==> src/hw/fsp_pkg.sv <==
// Package with register map, reset values, timing constants and carrier types.
package fsp_pkg;

    // Register byte offsets on the APB bus.
    localparam logic [7:0] ADDR_CTRL      = 8'h00;
    localparam logic [7:0] ADDR_MODE      = 8'h04;
    localparam logic [7:0] ADDR_GAIN_CFG  = 8'h08;
    localparam logic [7:0] ADDR_INTEG     = 8'h0c;
    localparam logic [7:0] ADDR_INTEG_ALT = 8'h10;
    localparam logic [7:0] ADDR_GAIN      = 8'h14;
    localparam logic [7:0] ADDR_LINE_LEN  = 8'h18;
    localparam logic [7:0] ADDR_XSTART    = 8'h1c;
    localparam logic [7:0] ADDR_PLL_DIV   = 8'h20;
    localparam logic [7:0] ADDR_LIVE_INT  = 8'h24;
    localparam logic [7:0] ADDR_LIVE_GAIN = 8'h28;
    localparam logic [7:0] ADDR_STATUS    = 8'h2c;

    // Field positions in the control, mode and gain configuration registers.
    localparam int CTRL_HOLD_BIT   = 15;
    localparam int CTRL_MASK_BIT   = 9;
    localparam int CTRL_STREAM_BIT = 2;
    localparam int MODE_STREAM_BIT = 0;
    localparam int GCFG_NODLY_BIT  = 0;

    // Values after reset.
    localparam logic [15:0] RST_INTEG    = 16'h0010;
    localparam logic [15:0] RST_GAIN     = 16'h0080;
    localparam logic [15:0] RST_LINE_LEN = 16'h0e00;
    localparam logic [15:0] RST_XSTART   = 16'h0000;
    localparam logic [15:0] RST_PLL_DIV  = 16'h0001;
    localparam logic        RST_MASK     = 1'b1;

    // PLL lock wait before streaming, in microseconds, at the system clock rate.
    localparam int PLL_LOCK_US    = 1000;
    localparam int CLK_MHZ        = 40;
    localparam int PLL_LOCK_CYCLES = PLL_LOCK_US * CLK_MHZ;

    // Live settings that steer the sensor core.
    typedef struct packed {
        logic [15:0] integ;
        logic [15:0] gain;
        logic [15:0] line_len;
        logic [15:0] xstart;
    } fsp_live_t;

    // Complete state of the block.
    typedef struct packed {
        logic        hold;
        logic        mask_en;
        logic        stream;
        logic        gain_nodly;
        fsp_live_t   pend;
        fsp_live_t   live;
        logic [3:0]  dirty;
        logic [15:0] gain_stage;
        logic        gain_staged;
        logic        bad_frame;
        logic [15:0] pll_div;
        logic [15:0] lock_cnt;
        logic        locked;
        logic [31:0] prdata;
        logic        unmapped;
    } fsp_state_t;

endpackage : fsp_pkg

==> src/hw/fsp_frame_sync.sv <==
// Frame-synchronised parameter update block with APB register access.
//
// Implementation choices: the APB slave port and the address map.
`timescale 1ns/1ps

module fsp_frame_sync #(
    parameter int LOCK_CYCLES = fsp_pkg::PLL_LOCK_CYCLES
) (
    // Clock and reset.
    input  wire logic              i_clk_sys,
    input  wire logic              i_arst_n,
    // APB slave.
    input  wire logic              i_psel,
    input  wire logic              i_penable,
    input  wire logic              i_pwrite,
    input  wire logic [7:0]        i_paddr,
    input  wire logic [31:0]       i_pwdata,
    output logic      [31:0]       o_prdata,
    output logic                   o_pready,
    output logic                   o_pslverr,
    // Sensor timing from the readout core.
    input  wire logic              i_frame_start,
    input  wire logic              i_frame_valid_raw,
    input  wire logic              i_line_valid_raw,
    // Masked video qualifiers.
    output logic                   o_frame_valid,
    output logic                   o_line_valid,
    // Live settings and core control.
    output fsp_pkg::fsp_live_t     o_live,
    output logic      [15:0]       o_pll_div,
    output logic                   o_core_run,
    output logic                   o_bad_frame
);

    fsp_pkg::fsp_state_t st_r;
    fsp_pkg::fsp_state_t st_nxt;

    // Register map, one 32-bit word per register, values in bits 15:0.
    // 0x00 control: bit 15 holds transfers, bit 9 masks bad frames, bit 2 streams.
    // 0x04 mode: bit 0 is the same streaming bit as control bit 2.
    // 0x08 gain configuration: bit 0 removes the extra gain delay.
    // 0x0c integration time, pending copy; 0x10 reaches the same register.
    // 0x14 gain, pending copy.
    // 0x18 row period, pending copy; a change spoils the next frame.
    // 0x1c horizontal start offset, pending copy; a change spoils the next frame.
    // 0x20 PLL divisor, writable only in standby.
    // 0x24 live integration time, read only.
    // 0x28 live gain, read only.
    // 0x2c status, read only.
    //      Bit 0 is set while an integration time waits for a frame start.
    //      Bit 1 is set while a gain waits for a frame start.
    //      Bit 2 is set while a row period waits for a frame start.
    //      Bit 3 is set while a start offset waits for a frame start.
    //      Bit 4 is set while a gain is held back for one extra frame.
    //      Bit 5 is set for a frame that the last transfer spoiled.
    //      Bit 6 is set once the PLL lock wait has run out.
    // Writes to read-only registers are dropped without an error.
    // Any other address answers with an error, reads zero and drops writes.

    // Bus timing.
    // The setup cycle registers the read word and whether the address maps.
    // The access phase always completes at once, so there are no wait states.
    // A write takes effect at the edge that ends its access phase.
    // Read data stay on the bus until the next setup cycle.

    // Frame timing.
    // Every integration time, gain, row period or offset write marks that setting dirty.
    // At a frame start with hold clear, every dirty value except a staged gain moves to its live copy at once.
    // A frame start with hold set moves nothing, so held writes pile up and only the
    // last value of each setting goes live at the first frame start after hold is released.
    // A write that meets a transfer in the same cycle stays pending for the next start.
    // An integration time written during frame n goes live at the start of frame n + 1,
    // and frame n + 2 is the first one read out with it.
    // When gain and integration time go live at one start, the gain waits in a stage
    // register for one more start unless the gain configuration bit removes the delay.
    // A host must not write a new gain while a staged gain waits.
    // A row period or offset change marks the frame read at that start as bad; with
    // masking on, both qualifiers stay low for that frame, which stretches blanking.
    // The bad mark clears at the next frame start.

    // Standby and lock.
    // Clearing the streaming bit stops the core and restarts the lock wait; the bus
    // keeps answering in standby.
    // The core runs only after LOCK_CYCLES clocks of streaming, which gives the PLL
    // time to lock after new divisors.

    // Reset.
    // Reset loads the default into both the pending and the live copy of every
    // setting, clears hold and streaming, and leaves masking on.
    // The reset values are arbitrary defaults of this block.

    // Qualifier masking.
    // The frame and line qualifiers pass straight through in a good frame, so they
    // carry no extra latency; only a bad frame with masking on forces them low.

    // Limitations.
    // The lock counter is 16 bits wide, so LOCK_CYCLES must not exceed 65536.
    // A divisor write while streaming is dropped silently rather than flagged.
    // A gain written while a staged gain waits replaces it at the next start.

    logic        setup;
    logic        access;
    logic        wr_en;
    logic        take;
    logic        int_go;
    logic        gain_go;
    logic [31:0] rd_word;
    logic        rd_hit;

    assign setup  = i_psel && !i_penable;
    assign access = i_psel && i_penable;
    assign wr_en  = access && i_pwrite && !st_r.unmapped;
    assign take   = i_frame_start && !st_r.hold;

    // Values are kept right-aligned so the most significant byte of each
    // 16-bit register sits in bits 15:8, the lower byte address.
    always_comb begin
        rd_hit  = 1'b1;
        rd_word = 32'h0000_0000;
        case (i_paddr)
            fsp_pkg::ADDR_CTRL: begin
                rd_word[fsp_pkg::CTRL_HOLD_BIT]   = st_r.hold;
                rd_word[fsp_pkg::CTRL_MASK_BIT]   = st_r.mask_en;
                rd_word[fsp_pkg::CTRL_STREAM_BIT] = st_r.stream;
            end
            fsp_pkg::ADDR_MODE:      rd_word[fsp_pkg::MODE_STREAM_BIT] = st_r.stream;
            fsp_pkg::ADDR_GAIN_CFG:  rd_word[fsp_pkg::GCFG_NODLY_BIT] = st_r.gain_nodly;
            fsp_pkg::ADDR_INTEG,
            fsp_pkg::ADDR_INTEG_ALT: rd_word[15:0] = st_r.pend.integ;
            fsp_pkg::ADDR_GAIN:      rd_word[15:0] = st_r.pend.gain;
            fsp_pkg::ADDR_LINE_LEN:  rd_word[15:0] = st_r.pend.line_len;
            fsp_pkg::ADDR_XSTART:    rd_word[15:0] = st_r.pend.xstart;
            fsp_pkg::ADDR_PLL_DIV:   rd_word[15:0] = st_r.pll_div;
            fsp_pkg::ADDR_LIVE_INT:  rd_word[15:0] = st_r.live.integ;
            fsp_pkg::ADDR_LIVE_GAIN: rd_word[15:0] = st_r.live.gain;
            fsp_pkg::ADDR_STATUS: begin
                rd_word[3:0] = st_r.dirty;
                rd_word[4]   = st_r.gain_staged;
                rd_word[5]   = st_r.bad_frame;
                rd_word[6]   = st_r.locked;
            end
            default:                 rd_hit = 1'b0;
        endcase
    end

    // Integration goes live together with its dirty flag; a gain that changed
    // together with integration waits one more frame start unless bypassed.
    assign int_go  = take && st_r.dirty[0];
    assign gain_go = take && st_r.dirty[1];

    always_comb begin
        st_nxt = st_r;

        // Bus setup phase: address decode is latched in the setup cycle.
        if (setup) begin
            st_nxt.prdata   = rd_word;
            st_nxt.unmapped = !rd_hit;
        end

        // Frame start transfers.
        if (take) begin
            if (st_r.dirty[0]) begin
                st_nxt.live.integ = st_r.pend.integ;
            end
            if (st_r.gain_staged) begin
                st_nxt.live.gain   = st_r.gain_stage;
                st_nxt.gain_staged = 1'b0;
            end
            if (gain_go) begin
                if (int_go && !st_r.gain_nodly) begin
                    st_nxt.gain_stage  = st_r.pend.gain;
                    st_nxt.gain_staged = 1'b1;
                end else begin
                    st_nxt.live.gain = st_r.pend.gain;
                end
            end
            if (st_r.dirty[2]) begin
                st_nxt.live.line_len = st_r.pend.line_len;
            end
            if (st_r.dirty[3]) begin
                st_nxt.live.xstart = st_r.pend.xstart;
            end
            // A row period or offset change spoils the frame read at this start.
            st_nxt.bad_frame = st_r.dirty[2] || st_r.dirty[3];
            st_nxt.dirty     = 4'h0;
        end else if (i_frame_start) begin
            st_nxt.bad_frame = 1'b0;
        end

        // Register writes; a write in the same cycle as a transfer stays dirty.
        if (wr_en) begin
            case (i_paddr)
                fsp_pkg::ADDR_CTRL: begin
                    st_nxt.hold    = i_pwdata[fsp_pkg::CTRL_HOLD_BIT];
                    st_nxt.mask_en = i_pwdata[fsp_pkg::CTRL_MASK_BIT];
                    st_nxt.stream  = i_pwdata[fsp_pkg::CTRL_STREAM_BIT];
                end
                fsp_pkg::ADDR_MODE: begin
                    st_nxt.stream = i_pwdata[fsp_pkg::MODE_STREAM_BIT];
                end
                fsp_pkg::ADDR_GAIN_CFG: begin
                    st_nxt.gain_nodly = i_pwdata[fsp_pkg::GCFG_NODLY_BIT];
                end
                fsp_pkg::ADDR_INTEG,
                fsp_pkg::ADDR_INTEG_ALT: begin
                    st_nxt.pend.integ = i_pwdata[15:0];
                    st_nxt.dirty[0]   = 1'b1;
                end
                fsp_pkg::ADDR_GAIN: begin
                    st_nxt.pend.gain = i_pwdata[15:0];
                    st_nxt.dirty[1]  = 1'b1;
                end
                fsp_pkg::ADDR_LINE_LEN: begin
                    st_nxt.pend.line_len = i_pwdata[15:0];
                    st_nxt.dirty[2]      = 1'b1;
                end
                fsp_pkg::ADDR_XSTART: begin
                    st_nxt.pend.xstart = i_pwdata[15:0];
                    st_nxt.dirty[3]    = 1'b1;
                end
                fsp_pkg::ADDR_PLL_DIV: begin
                    // Divisors are only accepted in standby.
                    if (!st_r.stream) begin
                        st_nxt.pll_div = i_pwdata[15:0];
                    end
                end
                default: begin
                end
            endcase
        end

        // Lock wait: the core starts only after the PLL has had time to lock.
        if (!st_r.stream) begin
            st_nxt.lock_cnt = 16'h0000;
            st_nxt.locked   = 1'b0;
        end else if (!st_r.locked) begin
            if (st_r.lock_cnt == 16'(LOCK_CYCLES - 1)) begin
                st_nxt.locked = 1'b1;
            end else begin
                st_nxt.lock_cnt = st_r.lock_cnt + 16'h0001;
            end
        end
    end

    always_ff @(posedge i_clk_sys or negedge i_arst_n) begin
        if (!i_arst_n) begin
            st_r               <= '0;
            st_r.mask_en       <= fsp_pkg::RST_MASK;
            st_r.pend.integ    <= fsp_pkg::RST_INTEG;
            st_r.pend.gain     <= fsp_pkg::RST_GAIN;
            st_r.pend.line_len <= fsp_pkg::RST_LINE_LEN;
            st_r.pend.xstart   <= fsp_pkg::RST_XSTART;
            st_r.live.integ    <= fsp_pkg::RST_INTEG;
            st_r.live.gain     <= fsp_pkg::RST_GAIN;
            st_r.live.line_len <= fsp_pkg::RST_LINE_LEN;
            st_r.live.xstart   <= fsp_pkg::RST_XSTART;
            st_r.gain_stage    <= fsp_pkg::RST_GAIN;
            st_r.pll_div       <= fsp_pkg::RST_PLL_DIV;
        end else begin
            st_r <= st_nxt;
        end
    end

    // Bus answers: one wait-free access phase after the registered setup.
    assign o_prdata  = st_r.prdata;
    assign o_pready  = access;
    assign o_pslverr = access && st_r.unmapped;

    // Bad frames are blanked while masking is on, so vertical blanking grows by one frame.
    assign o_frame_valid = i_frame_valid_raw && !(st_r.bad_frame && st_r.mask_en);
    assign o_line_valid  = i_line_valid_raw && !(st_r.bad_frame && st_r.mask_en);

    assign o_live      = st_r.live;
    assign o_pll_div   = st_r.pll_div;
    assign o_core_run  = st_r.stream && st_r.locked;
    assign o_bad_frame = st_r.bad_frame;

endmodule : fsp_frame_sync

==> config.mk <==
export PLATFORM = sky130hd
export DESIGN_NAME = fsp_frame_sync
export DESIGN_NICKNAME = d
export VERILOG_FILES = /design/src/hw/fsp_pkg.sv /design/src/hw/fsp_frame_sync.sv
export SDC_FILE = /design/constraint.sdc
export NUM_CORES = 1
export LEC_CHECK = 0
export BUFFER_PORTS_ARGS = -buffer_cell sky130_fd_sc_hd__buf_2
export CAP_MARGIN = 0
export CORE_MARGIN = 3
export CORE_UTILIZATION = 60
export CTS_CLUSTER_DIAMETER = 40
export DETAILED_ROUTE_END_ITERATION = 12
export GPL_TIMING_DRIVEN = 0
export PLACE_DENSITY = 0.95
export SETUP_SLACK_MARGIN = 0.5
export SYNTH_ARGS = -nofsm -noshare
export SYNTH_HDL_FRONTEND = slang
export SYNTH_SLANG_ARGS = --single-unit
==> constraint.sdc <==
create_clock -name i_clk_sys -period 3.9 [get_ports i_clk_sys]
set_input_delay 0.195 -clock i_clk_sys [delete_from_list [all_inputs] [get_ports i_clk_sys]]
set_output_delay 0.195 -clock i_clk_sys [all_outputs]
set_load 0.05 [all_outputs]
* Word level (Yosys, flattened, before mapping)
Cells that the tools add are included.
** Cells by class
- $add $sub $neg :: 1
- Multiply operators :: 0
- Div/mod/pow operators :: 0
- Order comparisons :: 0
- Equal/unequal tests :: 14
- Shift-type cells :: 0
- Multiplexer cells :: 27
- Bitwise gates (word level) :: 1
- Reduce and logical (&&, ||, !) cells :: 38
** Operators with widths (count)
- 17-bit two-way mux :: 4
- 16-bit two-way mux :: 4
- 5-bit case mux with 7 select lines :: 1
- 8-bit by 5-bit == test with 1-bit output (second input constant) :: 4
- 8-bit by 6-bit == test with 1-bit output (second input constant) :: 4
- 4-bit case mux with 8 select lines :: 1
- 1-bit case mux with 8 select lines :: 3
- 2-bit AND reduction :: 11
- 21-bit two-way mux :: 1
- 16-bit by 1-bit adder with 16-bit output (second input constant) :: 1
- 16-bit == test (second input constant) :: 1
- 8-bit by 4-bit == test with 1-bit output (second input constant) :: 2
- 2-bit case mux with 7 select lines :: 1
- 1-bit logical AND :: 13
- 12-bit OR reduction :: 1
- 1-bit case mux with 10 select lines :: 1
- 1-bit case mux with 9 select lines :: 1
- 8-bit by 3-bit == test with 1-bit output (second input constant) :: 1
- 8-bit zero test :: 1
- 1-bit two-way mux :: 8
- 1-bit zero test :: 6
- 3-bit AND reduction :: 2
- 4-bit two-way mux :: 1
- 2-bit != test (second input constant) :: 2
- other kinds (5) :: 6
** Storage, ports and cells
- Register bits after elaboration :: 204
- Latch bits :: 0
- Memory bits (writable) :: 0
- Memory bits (read-only) :: 0
- Bits of input ports :: 48
- Output and inout bits :: 118
- Logic and storage cells :: 102
- Memories :: 0

* Logic depth before layout (Yosys ltp)
- Depth after elaboration :: 9
- Depth in mapped cells :: 9

* Worst setup path before layout
No wires, ideal clock.
- Path kind :: register to output
- Start point :: register st_r (netlist bit o_bad_frame)
- End point :: output o_frame_valid
- Arrival time :: 1.781 ns
- Data required time :: 3.705 ns
- Setup slack :: 1.924 ns
- Stages on the path, launching flop included :: 2
- Buffers on the path :: 0
- Cells stage by stage :: dfrtp_1 > a21boi_0
** On the way
- Cells in the longest elaborated chain, start to end :: 3
** RTL lines
- start, declared :: line fsp_frame_sync.sv:35 : fsp_pkg::fsp_state_t st_r;
- start signal, assigned :: line fsp_frame_sync.sv:260 : st_r <= st_nxt;
- 1-bit logical AND :: line fsp_frame_sync.sv:270 : assign o_frame_valid = i_frame_valid_raw && !(st_r.bad_frame && st_r.mask_en);
- 1-bit zero test :: line fsp_frame_sync.sv:270
- 1-bit logical AND :: line fsp_frame_sync.sv:270
- end, declared :: line fsp_frame_sync.sv:26 : output logic o_frame_valid,
No other way between the ends.

* Worst setup path in the final report
- Start point :: register st_r[219] (netlist name)
- End point :: register st_r (netlist bit o_live[35])
** On the way
- Cells in the longest elaborated chain, start to end :: 6
- Elaborated cells between the ends (all ways) :: 7
- Classes of those cells :: 2 x mux; 5 x reduce/logical
** RTL lines
- 1-bit zero test * :: line fsp_frame_sync.sv:113 : assign take = i_frame_start && !st_r.hold;
- 1-bit logical AND * :: line fsp_frame_sync.sv:113
- 1-bit logical AND :: line fsp_frame_sync.sv:148 : assign int_go = take && st_r.dirty[0];
- 1-bit logical AND :: line fsp_frame_sync.sv:170 : if (int_go && !st_r.gain_nodly) begin
- 16-bit two-way mux :: line fsp_frame_sync.sv:170
- 16-bit two-way mux :: line fsp_frame_sync.sv:169 : if (gain_go) begin
Mark *: on every way between the ends. The rest lies on a longest branch, timed or not.
A chain may end at the register's enable or synchronous reset.

==> flow_summary.toml <==
[outcome]
status = "finished clean"

[timing]
setup_ws_ns = 1.34
setup_tns_ns = 0
clock_skew_ns = 0.0323
slew_viol_final = 0
fmax_mhz = 391
slew_headroom_pct = 37.9
finalCritPeriodShare_pct = 65.6
rsz0062_at_grt = "false"
fin_crit_ns = 2.56
final-setup-viol-count = 0
worst_pin_slew_ns = 0.932
hold_violations = 0

[synth]
synth_top_area_share_pct = 46.5
netlist_top_cells_area = "dfrtp_1 (47%), mux2_2 (18%), buf_4 (8.5%)"
ys_ff_latch = 204
synth_area_per_cell_um2 = 12.3
yosysTopAreaCell = "dfrtp_1"
yosys_most_used_dff = "dfrtp_1"
synth_cell_types = 71
ys_seq_area_share_pct = 49.9
yosys_warnings = 0
mappedNetlistArea_um2 = 10300
syn_inst = 837
async_reset_ff_share_pct = 100
synth_edf_count = 0

[cells_and_area]
design_area_um2 = 12400
layout.nets = 1078
drive_gt1_share_pct = 48.4
layout_common_cells = "dfrtp_1 (191), mux2_2 (166), buf_2 (144)"
fillers = 1020
instances_no_fill = 1271
final_util_pct = 74.5
final_common_cell = "dfrtp_1"
area_growth_syn_to_layout_pct = 20.7

[worst_hold_path]
hold_class = "in -> reg"
hp-start = "i_pwdata[0]"
holdPathStages = 2

[placed_design]
placed_cell_area_um2 = 11300
dp_slack_ns = 1.56
globalplace.congestion = 0.926
placed_cells = 1204
hpwl_um = 19700
io_buffers = 131

[clock_network]
clk_pin_slew_ns = 0.07
cts_root_buffer = "clkbuf_16"
clk_path_buf_depth = 3
cts_post_setup_buffers_inserted = 0
clk_latency_ns = 0.55
numCtsBuffers = 27
cts_resized = 0
h-tree-depth = 1
cts_tree = "done"
clock-sinks = 204

[route]
avgRoutedWirePerCell_um = 23.8
drc = 0
antenna_left = 0
via_per_inst = 6.34
vias = 8052
drt_iter0_markers = 1025
routed_wl_um = 30200
firstDrtPassIters = 8

[power_and_ir_drop]
p_leak_nw = 6.32
power_density_nw_per_um2 = 421
peakVddDrop_mv = 0.379

[setup_path]
reg2reg_from = "st_r[219]"
cp-startpoint = "st_r[219]"
worstSetupPathType = "reg -> reg"
cp_max_fo = 10
start_kind = "register"
cp.required_ns = 4.35
reg2regPathDepth = 5
arrival_ns = 3.01
worstSetupEndpointType = "register"

[global_routing]
grt_max_degree = 130
gr-total-overflow = 0
antenna_found_initial = 1
grt_usage_pct = 32.2
grt_pass1_wl_um = 45900
grt_pass1_vias = 7923

[floorplan]
rows = 47
fp.dieW_um = 137
die-area_um2 = 18700
dieHeight_um = 137
initial_core_util_pct = 61.7
io_pins = 166
core_area_um2 = 16600

[run]
cap_violations = 0
==> area by class of cell <==
type	instances	area, um^2	share of cell area, %
Sequential cell	204	5120	41.3
Multi-Input combinational cell	486	4120	33.3
Buffer	154	1050	8.50
Timing Repair Buffer	148	853	6.88
Clock buffer	33	738	5.95
Tap cell	220	275	2.22
Clock inverter	17	201	1.62
Inverter	8	30.0	0.242
Antenna cell	1	2.50	0.0202
==> layer usage <==
| layer | track usage [%] | vias up | routed length [um] |
|---|---|---|---|
| met5 | 0 | - | 0 |
| met4 | 15.7 | 0 | 1530 |
| met3 | 7.68 | 139 | 3350 |
| met2 | 50.8 | 571 | 14200 |
| met1 | 42.0 | 3973 | 11100 |
| li1 | - | 3369 | - |
==> synth_stat cells, types with 7 or more instances <==
| cell | number |
|---|---|
| o21ai_0 | 11 |
| nand3_1 | 11 |
| nand2b_1 | 10 |
| nand2_1 | 39 |
| and3_1 | 9 |
| dfstp_2 | 13 |
| nand3b_1 | 7 |
| a222oi_1 | 8 |
| a21oi_1 | 9 |
| a2bb2oi_1 | 17 |
| nor2_1 | 12 |
| o22ai_1 | 17 |
| dfrtp_1 | 191 |
| buf_2 | 14 |
| mux2_2 | 166 |
| inv_1 | 8 |
| a22oi_1 | 11 |
| buf_4 | 116 |
| nand4_1 | 8 |
| mux2i_1 | 13 |
| or4_1 | 7 |
| a22o_1 | 13 |
| clkbuf_1 | 19 |
| a32oi_1 | 7 |
==> state kept, by name, summed over array words and instances, names as in the netlist <==
name,count
o_live,64
o_bad_frame,1
o_prdata,16
o_pll_div,16
st_r,107
==> cell families after synthesis <==
| group | count (synthesis) | synth area share, % |
|---|---|---|
| AOI/OAI and AO/OA | 129 | 9.60 |
| DFF | 204 | 49.9 |
| buffers and inverters | 162 | 10.5 |
| muxes | 182 | 20.1 |
| other | 1 | 0.0365 |
| and+or+nand+nor | 155 | 9.46 |
| adders and majority gates | 1 | 0.122 |
| xor gates and xnor gates | 3 | 0.256 |
==> stage by stage <==
step                      power [mW]  hold WS, ns
after global placement          2.67        0.487
after global routing            5.35       0.0303
after CTS                       5.22       0.0140
after floorplan                 2.52       -0.101
after detailed placement        2.68        0.202
final                           5.22       0.0248
==> path summary, 6_finish.rpt <==
check,endpoint,slack (ns)
setup / recovery,o_live[35],1.34
setup reg to reg,o_live[35],1.34
hold reg to reg,o_live[7],0.51
hold / removal,st_r[216],0.02
max in group asynchronous,st_r[33],2.68
min in group asynchronous,o_live[31],0.21
==> what timing repair did <==
item | CTS | global route
endpoints found under the hold margin | 138 | 0
setup endpoints to repair | 0 | 0
hold buffers | 16 | 0
==> report_power, final <==
group          internal (mW)  switching, mW  total [mW]  leakage (nW)
Combinational          0.153          0.326       0.479          3.10
Clock                   1.57          0.979        2.54         0.458
Sequential              2.15         0.0442        2.20          2.76
Total                   3.87           1.35        5.22          6.32
==> critical path, stage by stage, from the launching register on <==
cell	delay [ns]
dfrtp_1	0.45
nand3b_1	0.45
o21ai_2	0.24
a21oi_1	0.68
buf_2	0.39
a2bb2oi_1	0.24
Power figures use the tool's default switching activity.
